### src/supply_irq_map.svh
// Register indices, field positions, reset values and timing figures of the supply event block.
`ifndef SUPPLY_IRQ_MAP_SVH
`define SUPPLY_IRQ_MAP_SVH

`define IDX_SAG_CYCLE      10'h013
`define IDX_SAG_LEVEL      10'h014
`define IDX_ADC_START      10'h0d8
`define IDX_BAT_ADC        10'h0df
`define IDX_IRQ_ENABLE     10'h0ec
`define IDX_SUPPLY_DELTA   10'h0f3
`define IDX_PERIPHERAL_CONFIG_CFG     10'h0f4
`define IDX_IRQ_FLAGS      10'h0f8
`define IDX_BAT_THRESH     10'h0fa
`define IDX_SWITCH_CFG     10'h100
`define IDX_IRQ_MASTER     10'h101

`define BIT_DCIN_COMPARE   0
`define BIT_BATTERY        1
`define BIT_DCIN_ADC       2
`define BIT_DCIN_READY     3
`define BIT_LINE_DIP       4
`define BIT_RESTORE        5
`define BIT_SWITCHOVER     6
`define BIT_SUPPLY_SOURCE  6
`define BIT_DCIN_SWITCH_EN 0
`define BIT_MASTER_EN      0

`define FLAG_MASK          8'h7f
`define RST_BYTE           8'h00
`define RST_SRC_MAIN       1'b1
`define RESP_OKAY          2'b00
`define RESP_SLVERR        2'b10

`define CLK_HZ             40000000
`define DCIN_SWITCH_MS     30
`define RESTORE_MS         130
`define BG_PERIOD_CYCLES   12'hfa0

`endif

### src/supply_irq_pkg.sv
// Types shared by the supply event block.
package supply_irq_pkg;
  typedef enum logic [1:0] {
    SRC_MAIN    = 2'b01,
    SRC_BATTERY = 2'b10
  } supply_state_t;
  typedef logic [7:0] byte_t;
endpackage
### src/supply_event_interrupt_sources.sv
// Supply event flags, supply source tracking and shared interrupt, with an AXI4-Lite slave.
//
// The AXI4-Lite register port is this design's own decision.
`timescale 1ns/1ps
`include "supply_irq_map.svh"

// Functional notes
// - Main-to-battery switch sets switchover flag, may interrupt.
// - Battery-to-main switch sets restore flag, may interrupt.
// - Both supply flags set regardless of enables.
// - Supply flags clear only by writing zero.
// - Config bit 6 reads one on main rail.
// - DC input change beyond delta raises event.
// - Background and software-started DC input conversions.
// - New DC input result sets ready flag.
// - Battery below threshold or new reading sets flag.
// - Battery event interrupts only when enabled.
// - DC input comparator low sets compare flag.
// - Comparator event interrupts only when enabled.
// - Line below level for cycle count sets flag.
// - Line dip event interrupts only when enabled.
// - Compare flag rises on the first synchronized low sample.
// - Low main rail switches to battery once synchronized, with no delay count.
// - Enabled low DC input switches after 30 ms.
// - Restore to main rail after 130 ms.
// - All events share one interrupt output.
// - Interrupt off after reset, gated by master enable.
module supply_event_interrupt_sources #(
  parameter int unsigned DCIN_SWITCH_CYCLES = `CLK_HZ / 1000 * `DCIN_SWITCH_MS,
  parameter int unsigned RESTORE_CYCLES     = `CLK_HZ / 1000 * `RESTORE_MS
) (
  // Clock and reset
  input  wire logic                 aclk,
  input  wire logic                 aresetn,
  // AXI4-Lite write address
  input  wire logic [11:0]          s_axi_awaddr,
  input  wire logic                 s_axi_awvalid,
  output logic                      s_axi_awready,
  // AXI4-Lite write data
  input  wire logic [31:0]          s_axi_wdata,
  input  wire logic [3:0]           s_axi_wstrb,
  input  wire logic                 s_axi_wvalid,
  output logic                      s_axi_wready,
  // AXI4-Lite write response
  output logic [1:0]                s_axi_bresp,
  output logic                      s_axi_bvalid,
  input  wire logic                 s_axi_bready,
  // AXI4-Lite read address
  input  wire logic [11:0]          s_axi_araddr,
  input  wire logic                 s_axi_arvalid,
  output logic                      s_axi_arready,
  // AXI4-Lite read data
  output logic [31:0]               s_axi_rdata,
  output logic [1:0]                s_axi_rresp,
  output logic                      s_axi_rvalid,
  input  wire logic                 s_axi_rready,
  // Analog comparator pins
  input  wire logic                 main_rail_low,
  input  wire logic                 dcin_below_ref,
  // Converter and metering results on this clock
  input  wire logic                 dcin_result_valid,
  input  wire logic [7:0]           dcin_result,
  input  wire logic                 bat_result_valid,
  input  wire logic [7:0]           bat_result,
  input  wire logic                 line_cycle_done,
  input  wire logic [7:0]           line_cycle_level,
  // Block outputs
  output logic                      dcin_conv_start,
  output logic                      on_battery,
  output logic                      power_management_irq
);
  import supply_irq_pkg::*;
  localparam int unsigned CW = 23;
  logic [9:0]  aw_idx_q;
  logic        aw_have_q;
  logic [31:0] w_data_q;
  logic [3:0]  w_strb_q;
  logic        w_have_q;
  logic        wr_fire;
  logic        wr_hit;
  logic        wr_lane0;
  byte_t       wr_byte;
  byte_t sag_cycle_count_q;
  byte_t sag_level_threshold_q;
  byte_t battery_adc_value_q;
  byte_t supply_irq_enable_q;
  byte_t temp_supply_delta_q;
  byte_t peripheral_config_store_q;
  byte_t supply_irq_flags_q;
  byte_t battery_threshold_q;
  logic  dcin_switch_en_q;
  logic  supply_irq_master_en_q;
  logic [1:0] vdd_low_sync_q;
  logic [1:0] dcin_low_sync_q;
  logic       vdd_low;
  logic       dcin_low;
  logic       dcin_low_prev_q;
  supply_state_t state_q;
  logic [CW-1:0] delay_cnt_q;
  logic          restore_ok;
  logic          to_battery;
  logic          to_main;
  logic [11:0] bg_cnt_q;
  logic        adc_start_wr;
  byte_t       dcin_ref_q;
  logic        dcin_ref_valid_q;
  byte_t       dcin_diff;
  logic        dcin_delta_ev;
  logic        bat_ev;
  byte_t       dip_cnt_q;
  logic        dip_armed_q;
  logic        dip_ev;
  byte_t       flag_set;

  assign vdd_low  = vdd_low_sync_q[1];
  assign dcin_low = dcin_low_sync_q[1];
  // Only the low byte lane carries register data; the upper lanes are ignored.
  assign wr_fire  = aw_have_q && w_have_q && !s_axi_bvalid;
  assign wr_lane0 = wr_fire && w_strb_q[0];
  assign wr_byte  = w_data_q[7:0];
  always_comb begin
    case (aw_idx_q)
      `IDX_SAG_CYCLE, `IDX_SAG_LEVEL, `IDX_ADC_START, `IDX_BAT_ADC, `IDX_IRQ_ENABLE,
      `IDX_SUPPLY_DELTA, `IDX_PERIPHERAL_CONFIG_CFG, `IDX_IRQ_FLAGS, `IDX_BAT_THRESH,
      `IDX_SWITCH_CFG, `IDX_IRQ_MASTER: wr_hit = 1'b1;
      default: wr_hit = 1'b0;
    endcase
  end

  always_ff @(posedge aclk) begin
    if (!aresetn) begin
      vdd_low_sync_q  <= 2'b00;
      dcin_low_sync_q <= 2'b00;
      dcin_low_prev_q <= 1'b0;
    end else begin
      vdd_low_sync_q  <= {vdd_low_sync_q[0], main_rail_low};
      dcin_low_sync_q <= {dcin_low_sync_q[0], dcin_below_ref};
      dcin_low_prev_q <= dcin_low;
    end
  end

  // Write address and data are taken in either order and held until the write completes.
  always_ff @(posedge aclk) begin
    if (!aresetn) begin
      aw_have_q     <= 1'b0;
      w_have_q      <= 1'b0;
      aw_idx_q      <= 10'h000;
      w_data_q      <= 32'h0000_0000;
      w_strb_q      <= 4'h0;
      s_axi_awready <= 1'b0;
      s_axi_wready  <= 1'b0;
      s_axi_bvalid  <= 1'b0;
      s_axi_bresp   <= `RESP_OKAY;
    end else begin
      s_axi_awready <= !aw_have_q && !s_axi_awready && !s_axi_bvalid;
      s_axi_wready  <= !w_have_q && !s_axi_wready && !s_axi_bvalid;
      if (s_axi_awvalid && s_axi_awready) begin
        aw_have_q <= 1'b1;
        aw_idx_q  <= s_axi_awaddr[11:2];
      end
      if (s_axi_wvalid && s_axi_wready) begin
        w_have_q <= 1'b1;
        w_data_q <= s_axi_wdata;
        w_strb_q <= s_axi_wstrb;
      end
      if (wr_fire) begin
        aw_have_q    <= 1'b0;
        w_have_q     <= 1'b0;
        s_axi_bvalid <= 1'b1;
        s_axi_bresp  <= wr_hit ? `RESP_OKAY : `RESP_SLVERR;
      end else if (s_axi_bvalid && s_axi_bready) begin
        s_axi_bvalid <= 1'b0;
      end
    end
  end

  always_ff @(posedge aclk) begin
    if (!aresetn) begin
      sag_cycle_count_q      <= `RST_BYTE;
      sag_level_threshold_q  <= `RST_BYTE;
      supply_irq_enable_q    <= `RST_BYTE;
      temp_supply_delta_q    <= `RST_BYTE;
      peripheral_config_store_q         <= `RST_BYTE;
      battery_threshold_q    <= `RST_BYTE;
      dcin_switch_en_q       <= 1'b0;
      supply_irq_master_en_q <= 1'b0;
    end else if (wr_lane0) begin
      case (aw_idx_q)
        `IDX_SAG_CYCLE:    sag_cycle_count_q     <= wr_byte;
        `IDX_SAG_LEVEL:    sag_level_threshold_q <= wr_byte;
        `IDX_IRQ_ENABLE:   supply_irq_enable_q   <= wr_byte & `FLAG_MASK;
        `IDX_SUPPLY_DELTA: temp_supply_delta_q   <= wr_byte;
        `IDX_PERIPHERAL_CONFIG_CFG:   peripheral_config_store_q        <= wr_byte;
        `IDX_BAT_THRESH:   battery_threshold_q   <= wr_byte;
        `IDX_SWITCH_CFG:   dcin_switch_en_q      <= wr_byte[`BIT_DCIN_SWITCH_EN];
        `IDX_IRQ_MASTER:   supply_irq_master_en_q <= wr_byte[`BIT_MASTER_EN];
        default: ;
      endcase
    end
  end

  always_ff @(posedge aclk) begin
    if (!aresetn) begin
      s_axi_arready <= 1'b0;
      s_axi_rvalid  <= 1'b0;
      s_axi_rdata   <= 32'h0000_0000;
      s_axi_rresp   <= `RESP_OKAY;
    end else begin
      s_axi_arready <= !s_axi_arready && !s_axi_rvalid;
      if (s_axi_arvalid && s_axi_arready) begin
        s_axi_rvalid <= 1'b1;
        s_axi_rresp  <= `RESP_OKAY;
        s_axi_rdata  <= 32'h0000_0000;
        case (s_axi_araddr[11:2])
          `IDX_SAG_CYCLE:    s_axi_rdata[7:0] <= sag_cycle_count_q;
          `IDX_SAG_LEVEL:    s_axi_rdata[7:0] <= sag_level_threshold_q;
          `IDX_ADC_START:    s_axi_rdata[7:0] <= `RST_BYTE;
          `IDX_BAT_ADC:      s_axi_rdata[7:0] <= battery_adc_value_q;
          `IDX_IRQ_ENABLE:   s_axi_rdata[7:0] <= supply_irq_enable_q;
          `IDX_SUPPLY_DELTA: s_axi_rdata[7:0] <= temp_supply_delta_q;
          `IDX_PERIPHERAL_CONFIG_CFG: begin
            s_axi_rdata[7:0]                <= peripheral_config_store_q;
            s_axi_rdata[`BIT_SUPPLY_SOURCE] <= (state_q == SRC_MAIN);
          end
          `IDX_IRQ_FLAGS:    s_axi_rdata[7:0] <= supply_irq_flags_q;
          `IDX_BAT_THRESH:   s_axi_rdata[7:0] <= battery_threshold_q;
          `IDX_SWITCH_CFG:   s_axi_rdata[`BIT_DCIN_SWITCH_EN] <= dcin_switch_en_q;
          `IDX_IRQ_MASTER:   s_axi_rdata[`BIT_MASTER_EN] <= supply_irq_master_en_q;
          default:           s_axi_rresp <= `RESP_SLVERR;
        endcase
      end else if (s_axi_rvalid && s_axi_rready) begin
        s_axi_rvalid <= 1'b0;
      end
    end
  end

  assign restore_ok = !vdd_low && (!dcin_switch_en_q || !dcin_low);
  assign to_battery = (state_q == SRC_MAIN) && (vdd_low ||
                      (dcin_switch_en_q && dcin_low &&
                       delay_cnt_q == CW'(DCIN_SWITCH_CYCLES - 1)));
  assign to_main    = (state_q == SRC_BATTERY) && restore_ok &&
                      delay_cnt_q == CW'(RESTORE_CYCLES - 1);

  always_ff @(posedge aclk) begin
    if (!aresetn) begin
      state_q     <= SRC_MAIN;
      delay_cnt_q <= '0;
    end else begin
      case (state_q)
        SRC_MAIN: begin
          if (to_battery) begin
            state_q     <= SRC_BATTERY;
            delay_cnt_q <= '0;
          end else if (dcin_switch_en_q && dcin_low) begin
            delay_cnt_q <= delay_cnt_q + 1'b1;
          end else begin
            delay_cnt_q <= '0;
          end
        end
        SRC_BATTERY: begin
          if (to_main) begin
            state_q     <= SRC_MAIN;
            delay_cnt_q <= '0;
          end else if (restore_ok) begin
            delay_cnt_q <= delay_cnt_q + 1'b1;
          end else begin
            delay_cnt_q <= '0;
          end
        end
        default: begin
          state_q     <= SRC_MAIN;
          delay_cnt_q <= '0;
        end
      endcase
    end
  end

  // Background conversions restart their interval after a software start.
  assign adc_start_wr = wr_lane0 && aw_idx_q == `IDX_ADC_START;
  always_ff @(posedge aclk) begin
    if (!aresetn) begin
      bg_cnt_q        <= 12'h000;
      dcin_conv_start <= 1'b0;
    end else begin
      dcin_conv_start <= adc_start_wr || bg_cnt_q == `BG_PERIOD_CYCLES - 12'h001;
      if (adc_start_wr || bg_cnt_q == `BG_PERIOD_CYCLES - 12'h001) begin
        bg_cnt_q <= 12'h000;
      end else begin
        bg_cnt_q <= bg_cnt_q + 12'h001;
      end
    end
  end
  assign dcin_diff     = (dcin_result > dcin_ref_q) ? dcin_result - dcin_ref_q
                                                    : dcin_ref_q - dcin_result;
  assign dcin_delta_ev = dcin_result_valid && dcin_ref_valid_q &&
                         dcin_diff > temp_supply_delta_q;
  assign bat_ev        = bat_result_valid;
  assign dip_ev        = line_cycle_done && line_cycle_level < sag_level_threshold_q &&
                         dip_armed_q && dip_cnt_q + 8'h01 >= sag_cycle_count_q;

  // The first reading only seeds the reference, so no change is claimed from reset.
  always_ff @(posedge aclk) begin
    if (!aresetn) begin
      dcin_ref_q          <= `RST_BYTE;
      dcin_ref_valid_q    <= 1'b0;
      battery_adc_value_q <= `RST_BYTE;
    end else begin
      if (dcin_result_valid) begin
        dcin_ref_q       <= dcin_result;
        dcin_ref_valid_q <= 1'b1;
      end
      if (bat_result_valid) begin
        battery_adc_value_q <= bat_result;
      end
    end
  end

  // A dip is reported once per run of low cycles; a level at or above the threshold rearms it.
  always_ff @(posedge aclk) begin
    if (!aresetn) begin
      dip_cnt_q   <= 8'h00;
      dip_armed_q <= 1'b1;
    end else if (line_cycle_done) begin
      if (line_cycle_level >= sag_level_threshold_q) begin
        dip_cnt_q   <= 8'h00;
        dip_armed_q <= 1'b1;
      end else if (dip_ev) begin
        dip_armed_q <= 1'b0;
      end else if (dip_armed_q) begin
        dip_cnt_q <= dip_cnt_q + 8'h01;
      end
    end
  end

  // Flags set whatever the enables; a set in the cycle of a clear wins.
  always_comb begin
    flag_set                     = 8'h00;
    flag_set[`BIT_DCIN_COMPARE]  = dcin_low && !dcin_low_prev_q;
    flag_set[`BIT_BATTERY]       = bat_ev ||
                                   (bat_result_valid && bat_result < battery_threshold_q);
    flag_set[`BIT_DCIN_ADC]      = dcin_delta_ev;
    flag_set[`BIT_DCIN_READY]    = dcin_result_valid;
    flag_set[`BIT_LINE_DIP]      = dip_ev;
    flag_set[`BIT_RESTORE]       = to_main;
    flag_set[`BIT_SWITCHOVER]    = to_battery;
  end

  always_ff @(posedge aclk) begin
    if (!aresetn) begin
      supply_irq_flags_q <= `RST_BYTE;
    end else if (wr_lane0 && aw_idx_q == `IDX_IRQ_FLAGS) begin
      supply_irq_flags_q <= (supply_irq_flags_q & wr_byte & `FLAG_MASK) | flag_set;
    end else begin
      supply_irq_flags_q <= supply_irq_flags_q | flag_set;
    end
  end

  always_ff @(posedge aclk) begin
    if (!aresetn) begin
      power_management_irq <= 1'b0;
      on_battery           <= 1'b0;
    end else begin
      power_management_irq <= supply_irq_master_en_q &&
                              |(supply_irq_flags_q & supply_irq_enable_q);
      on_battery           <= to_battery || (on_battery && !to_main);
    end
  end

endmodule

### config.mk
export PLATFORM = sky130hd
export DESIGN_NAME = supply_event_interrupt_sources
export DESIGN_NICKNAME = d
export VERILOG_FILES = /design/src/supply_irq_pkg.sv /design/src/supply_event_interrupt_sources.sv
export VERILOG_INCLUDE_DIRS = /design/src
export SDC_FILE = /design/constraint.sdc
export NUM_CORES = 1
export LEC_CHECK = 0
export ABC_AREA = 0
export BUFFER_PORTS_ARGS = -buffer_cell sky130_fd_sc_hd__buf_4
export CAP_MARGIN = 10
export CELL_PAD_IN_SITES_DETAIL_PLACEMENT = 1
export CELL_PAD_IN_SITES_GLOBAL_PLACEMENT = 1
export CORE_MARGIN = 5
export CORE_UTILIZATION = 38
export DETAILED_ROUTE_END_ITERATION = 6
export GPL_TIMING_DRIVEN = 0
export PLACE_DENSITY = 0.77
export SETUP_SLACK_MARGIN = 0.1
export SLEW_MARGIN = 20
export SYNTH_ARGS = -nofsm -noshare
export SYNTH_HDL_FRONTEND = slang
export SYNTH_SLANG_ARGS = --single-unit
### constraint.sdc
create_clock -name aclk -period 3.3 [get_ports aclk]
set_input_delay 0.165 -clock aclk [delete_from_list [all_inputs] [get_ports aclk]]
set_output_delay 0.165 -clock aclk [all_outputs]
set_load 0.05 [all_outputs]
### After elaboration in Yosys (flattened, before gate mapping)

Index checks and enable logic that the tools add are counted.

* mux-type cells: 24
* order comparisons: 6
* reductions and logical operators: 67
* $add $sub $neg: 5
* bitwise logic cells: 5
* equality and inequality tests: 30

Operator list (number)
* 10-bit by 8-bit == test with 1-bit output, second input constant: 14
* 23-bit two-way mux: 4
* 7-bit case mux with 8 select lines: 1
* 23-bit case mux with 2 select lines: 1
* 10-bit by 5-bit == test with 1-bit output, second input constant: 4
* 10-bit by 9-bit == test with 1-bit output, second input constant: 4
* 8-bit two-way mux: 5
* 1-bit logical AND: 30
* 23-bit by 1-bit adder with 23-bit output, second input constant: 1
* 23-bit by 21-bit == test with 1-bit output, second input constant: 1
* 23-bit == test, second input constant: 1
* 11-bit OR reduction: 2
* 2-bit AND reduction: 10
* 8-bit greater-or-equal comparator: 2
* 8-bit > comparator: 2
* 8-bit < comparator: 2
* 8-bit subtractor: 2
* 12-bit by 1-bit adder with 12-bit output, second input constant: 1
* 12-bit == test, second input constant: 1
* 1-bit logical NOT: 12
* 1-bit case mux with 10 select lines: 1
* 8-bit by 1-bit adder with 8-bit output, second input constant: 1
* 8-bit by 7-bit bitwise AND with 8-bit output: 1
* 2-bit two-way mux: 4
* other kinds (15): 30

* register bits: 166

### Depth between registers and ports, before layout

* depth in word-level cells: 8
* mapped depth: 17
* gate-level depth less buffers: 17

### Worst setup path before layout

Ideal clock, no wire load.

* path kind: register to register
* from: register dcin_ref_q[0]
* to: register supply_irq_flags_q[2]
* setup time: 122 ps
* stages on the path, launching flop included: 17
* required time: 3178 ps
* path slack: 87 ps
* data arrival time: 3091 ps
* cell sequence: dfxtp_1 ha_1 inv_1 fa_1 nand3_1 a21oi_1 o32ai_4 mux2_2 ha_1 nor2b_1 o21a_1 o21a_1 o21ai_0 nand2b_1 a21oi_1 o21a_1 o21ai_1

* word-level cells in the longest chain between the ends: 6
* elaborated cells on any way between the ends: 9
* classes of those cells: 2 x add/sub; 2 x order compare; 2 x mux; 2 x bitwise; 1 x reduce/logical

Ends and longest elaborated chain
* start, declared: line supply_event_interrupt_sources.sv:105 `byte_t dcin_ref_q;`
* start signal, assigned: line supply_event_interrupt_sources.sv:304 `` dcin_ref_q <= `RST_BYTE; ``
* start signal, assigned: line supply_event_interrupt_sources.sv:309 `dcin_ref_q <= dcin_result;`
* 8-bit subtractor (tied with other cells): line supply_event_interrupt_sources.sv:294 `: dcin_ref_q - dcin_result;`
* 8-bit two-way mux (*): line supply_event_interrupt_sources.sv:293 `assign dcin_diff = (dcin_result > dcin_ref_q) ? dcin_result - dcin_ref_q`
* 8-bit > comparator (*): line supply_event_interrupt_sources.sv:296 `dcin_diff > temp_supply_delta_q;`
* 1-bit logical AND (*): line supply_event_interrupt_sources.sv:295 `assign dcin_delta_ev = dcin_result_valid && dcin_ref_valid_q &&`
* 8-bit by 7-bit bitwise OR with 8-bit output or 7-bit bitwise OR (tied branches): line supply_event_interrupt_sources.sv:354, supply_event_interrupt_sources.sv:352
* 8-bit two-way mux (*): line supply_event_interrupt_sources.sv:351 `` end else if (wr_lane0 && aw_idx_q == `IDX_IRQ_FLAGS) begin ``
* end signal, assigned: line supply_event_interrupt_sources.sv:350 `` supply_irq_flags_q <= `RST_BYTE; ``
* end signal, assigned: line supply_event_interrupt_sources.sv:352 `` supply_irq_flags_q <= (supply_irq_flags_q & wr_byte & `FLAG_MASK) | flag_set; ``
* end signal, assigned: line supply_event_interrupt_sources.sv:354 `supply_irq_flags_q <= supply_irq_flags_q | flag_set;`
* end, declared: line supply_event_interrupt_sources.sv:89 `byte_t supply_irq_flags_q;`

Every way passes the cells marked *; elsewhere a longest branch is shown, timed or not.
A chain may end at the register's enable or synchronous reset.

### Worst setup path in the final report

Same ends and word-level chain as after synthesis.

==> results_dict.tcl <==
set metrics [dict create \
    status "completed" \
    top_layer_used "met4" \
    synth_edf_count 0 \
    final.setup.worst_slack_ps 101 \
    peakVddDrop_uv 356 \
    cp-end-kind "flop" \
    drt-vias-per-instance 5.19 \
    yosysMostFrequentCell "dfxtp_1" \
    hold_viol 0 \
    p_sw_mw 1.28 \
    synth_top_area_cell "dfxtp_1" \
    p_int_mw 3.46 \
    dpl.hpwl_mm 18.4 \
    cellLeakagePower_nw 4.25 \
    yosysWarningCount 0 \
    antenna_found_initial 0 \
    firstDrtPassIters 4 \
    area_growth_syn_to_layout_pct 24.6 \
    num_antenna_cells 0 \
    start_kind "flop" \
    worst_slew_pin_slew_ps 1000 \
    cts_tree "yes" \
    async_reset_ff_share_pct 0 \
    grt_max_degree 17 \
    rows 54 \
    avgRoutedWirePerCell_microns 17.2 \
    final_cells 1420 \
    pre_cts_ws_ps -235 \
    setup_viol 0 \
    drc_errors 0 \
    cts_made_buffers 17 \
    grt_usage_pct 19.6 \
    powerDensity_mw_per_mm2 460 \
    max_slew_margin_pct 32.5 \
    synth_common_cells "162 x dfxtp_1, 135 x nor2_1, 92 x nand2_1" \
    power.share.sequential_pct 43.3 \
    drive_above_1_share_pct 15.0 \
    arrival_ps 3510 \
    cts.path.max_buffers 2 \
    placed_area_sq_mm 0.00932 \
    crit_fanout 3 \
    wl_met3_microns 999 \
    routabilityCongestion 0.889 \
    cap_violations 0 \
    die_w_microns 158 \
    drv_slew 0 \
    start_util_pct 38.3 \
    crit_top_cell "o21a_1" \
    syn_area_per_cell_sq_um 8.48 \
    comb_power_share_pct 14.5 \
    path_class "reg2reg" \
    final.min_clock_period_ps 3200 \
    critical_path.max_stage_delay_ps 370 \
    wirelength_mm 24.5 \
    dp_cells 1361 \
    dr_wl_met2_mm 12.3 \
    rsz0062_at_grt "yes" \
    first_iter_violations 284 \
    hold_class "in2reg" \
    ys_ff_latch 162 \
    met1Wirelength_mm 10.5 \
    final_area_sq_mm 0.0103 \
    clock_sink_count 162 \
    fillers 2592 \
    switching_share_pct 27.1 \
    die_area_sq_mm 0.0248 \
    cts-root-buf "clkbuf_16" \
    clk_latency_ps 430 \
    min_period_over_period_pct 97.0 \
    required_ps 3610 \
    htreeDepth 4 \
    postRouteAntennaNets 0 \
    finClkSkew_ps 16.7 \
    p_total_mw 4.74 \
    synth-seq-area-share_pct 39.2 \
    grt_pass1_vias 7502 \
    fin_setup_tns_ps 0 \
    cp_top_family "compound AO/OA/AOI/OAI gates" \
    synth_top_cell_area_share_pct 39.2 \
    grt_overflow_total 0 \
    ys_top_cells_by_area "dfxtp_1 39%, mux2i_1 8.6%, ha_1 6.7%, nor2_1 6.1%, nand2_1 4.2%" \
    die_y_microns 158 \
    critPathSlowestCell "o32ai_4" \
    dr_total_vias 7363 \
    synth_area_sq_mm 0.00828 \
    coreArea_sq_mm 0.0216 \
    synth_top_flop_cell "dfxtp_1" \
    num_io_pins 140 \
    p_clk_share_pct 42.2 \
    path_cells "ha_4 -> inv_2 -> fa_2 -> nand3_2 -> a21oi_2 -> o32ai_4 -> buf_6 -> mux2_4 -> ha_4 -> nor2b_1 -> o21a_1 -> o21a_1 -> o21ai_2 -> nand2b_1 -> a21oi_1 -> o21a_1 -> o21ai_1" \
    path_clk_slew_ps 60 \
    synth.distinct_cells 58 \
    final_nets 1270 \
    port_buffers 80 \
    worst-path-buf-inv 2 \
    grt_pass1_wl_mm 38.7 \
    fmax_mhz 313 \
    syn_inst 976 \
]
==> worst paths after layout <==
check | from | to | slack, ps | depth (start not counted)
worst min register to register | vdd_low_sync_q[0] | vdd_low_sync_q[1] | 440 | 1
worst min-delay path | s_axi_awaddr[10] | aw_idx_q[8] | 2 | 3
worst max register to register | dcin_ref_q[0] | supply_irq_flags_q[2] | 100 | 17
worst max-delay path | dcin_ref_q[0] | supply_irq_flags_q[2] | 100 | 17
==> flip-flops by register name (all words and copies together) (netlist names), 8 cells and up <==
name / flops
dip_cnt_q: 8
aw_idx_q: 10
battery_threshold_q: 8
temp_supply_delta_q: 8
bg_cnt_q: 12
sag_cycle_count_q: 8
s_axi_rdata: 8
dcin_ref_q: 8
w_data_q: 8
delay_cnt_q: 23
battery_adc_value_q: 8
sag_level_threshold_q: 8
==> power by group through the flow <==
stage          registers [mW]  logic, mW  clock network, mW
5_1_grt                  2.06      0.751               2.12
3_5_place_dp             2.10      0.599                  0
2_1_floorplan            2.10      0.396                  0
3_3_place_gp             2.09      0.581                  0
6_report                 2.05      0.689               2.00
4_1_cts                  2.05      0.667               2.03
==> routing by layer <==
layer  vias to the layer above  track usage [%]
li1                       3641                -
met1                      3549             24.3
met2                       135             34.6
met3                        38             3.64
met4                         0             6.31
met5                         -                0
==> cells in the final DEF, fill, tap and decap left out, types with 23 or more instances in the layout <==
cell type / Yosys / routed
a21oi_1: 54 / 50
buf_4: 26 / 110
clkbuf_1: 31 / 33
conb_1: 1 / 26
dfxtp_1: 162 / 160
ha_1: 44 / 40
inv_1: 57 / 56
mux2i_1: 71 / 68
nand2_1: 92 / 92
nand3_1: 34 / 33
nor2_1: 135 / 135
xnor2_1: 23 / 23
==> timing repair <==
item                       in CTS  in global routing
gates resized for setup        23                  7
pin swaps                       7                  4
hold buffers                   22                  0
hold endpoints to repair       22                  0
setup endpoints to repair       1                  4
buffers inserted                4                  2
==> area by class of cell <==
type,instances,area [sq um],area share (%)
multi-input cells,724,4730,45.9
flip-flops and latches,162,3250,31.5
repair buffers,108,873,8.47
clock buffers,21,460,4.46
well taps,280,350,3.40
plain buffers,58,315,3.06
inverters,57,214,2.07
clock inverters,10,124,1.20
==> worst register-to-register path, delay by kind of cell, from the launching register on <==
kind                     cells  cell delay [ps]
AO/OA/AOI/OAI                8             1240
adder cells (fa/ha/maj)      3              700
flip-flops                   1              350
multiplexers                 1              310
AND/OR/NAND/NOR              3              280
buffers and inverters        2              200
==> logic make-up after synthesis <==
group,count (synthesis),synth area share (%)
AO/OA/AOI/OAI,159,12.3
XOR/XNOR,43,4.55
adder cells (fa/ha/maj),46,7.13
buffers and inverters,115,6.39
flip-flops,162,39.2
multiplexers,74,8.99
other,1,0.0453
AND/OR/NAND/NOR,376,21.4
==> per-stage QoR <==
| step | util (%) | hold WS (ps) |
|---|---|---|
| after floorplan | - | 292 |
| after global placement | 43.1 | 377 |
| after detailed placement | 43.1 | 380 |
| after CTS | 47.5 | 1.08 |
| after global routing | 47.7 | 1.27 |
| final | 47.7 | 2.08 |
No activity file was read; power rests on OpenSTA's default activity.
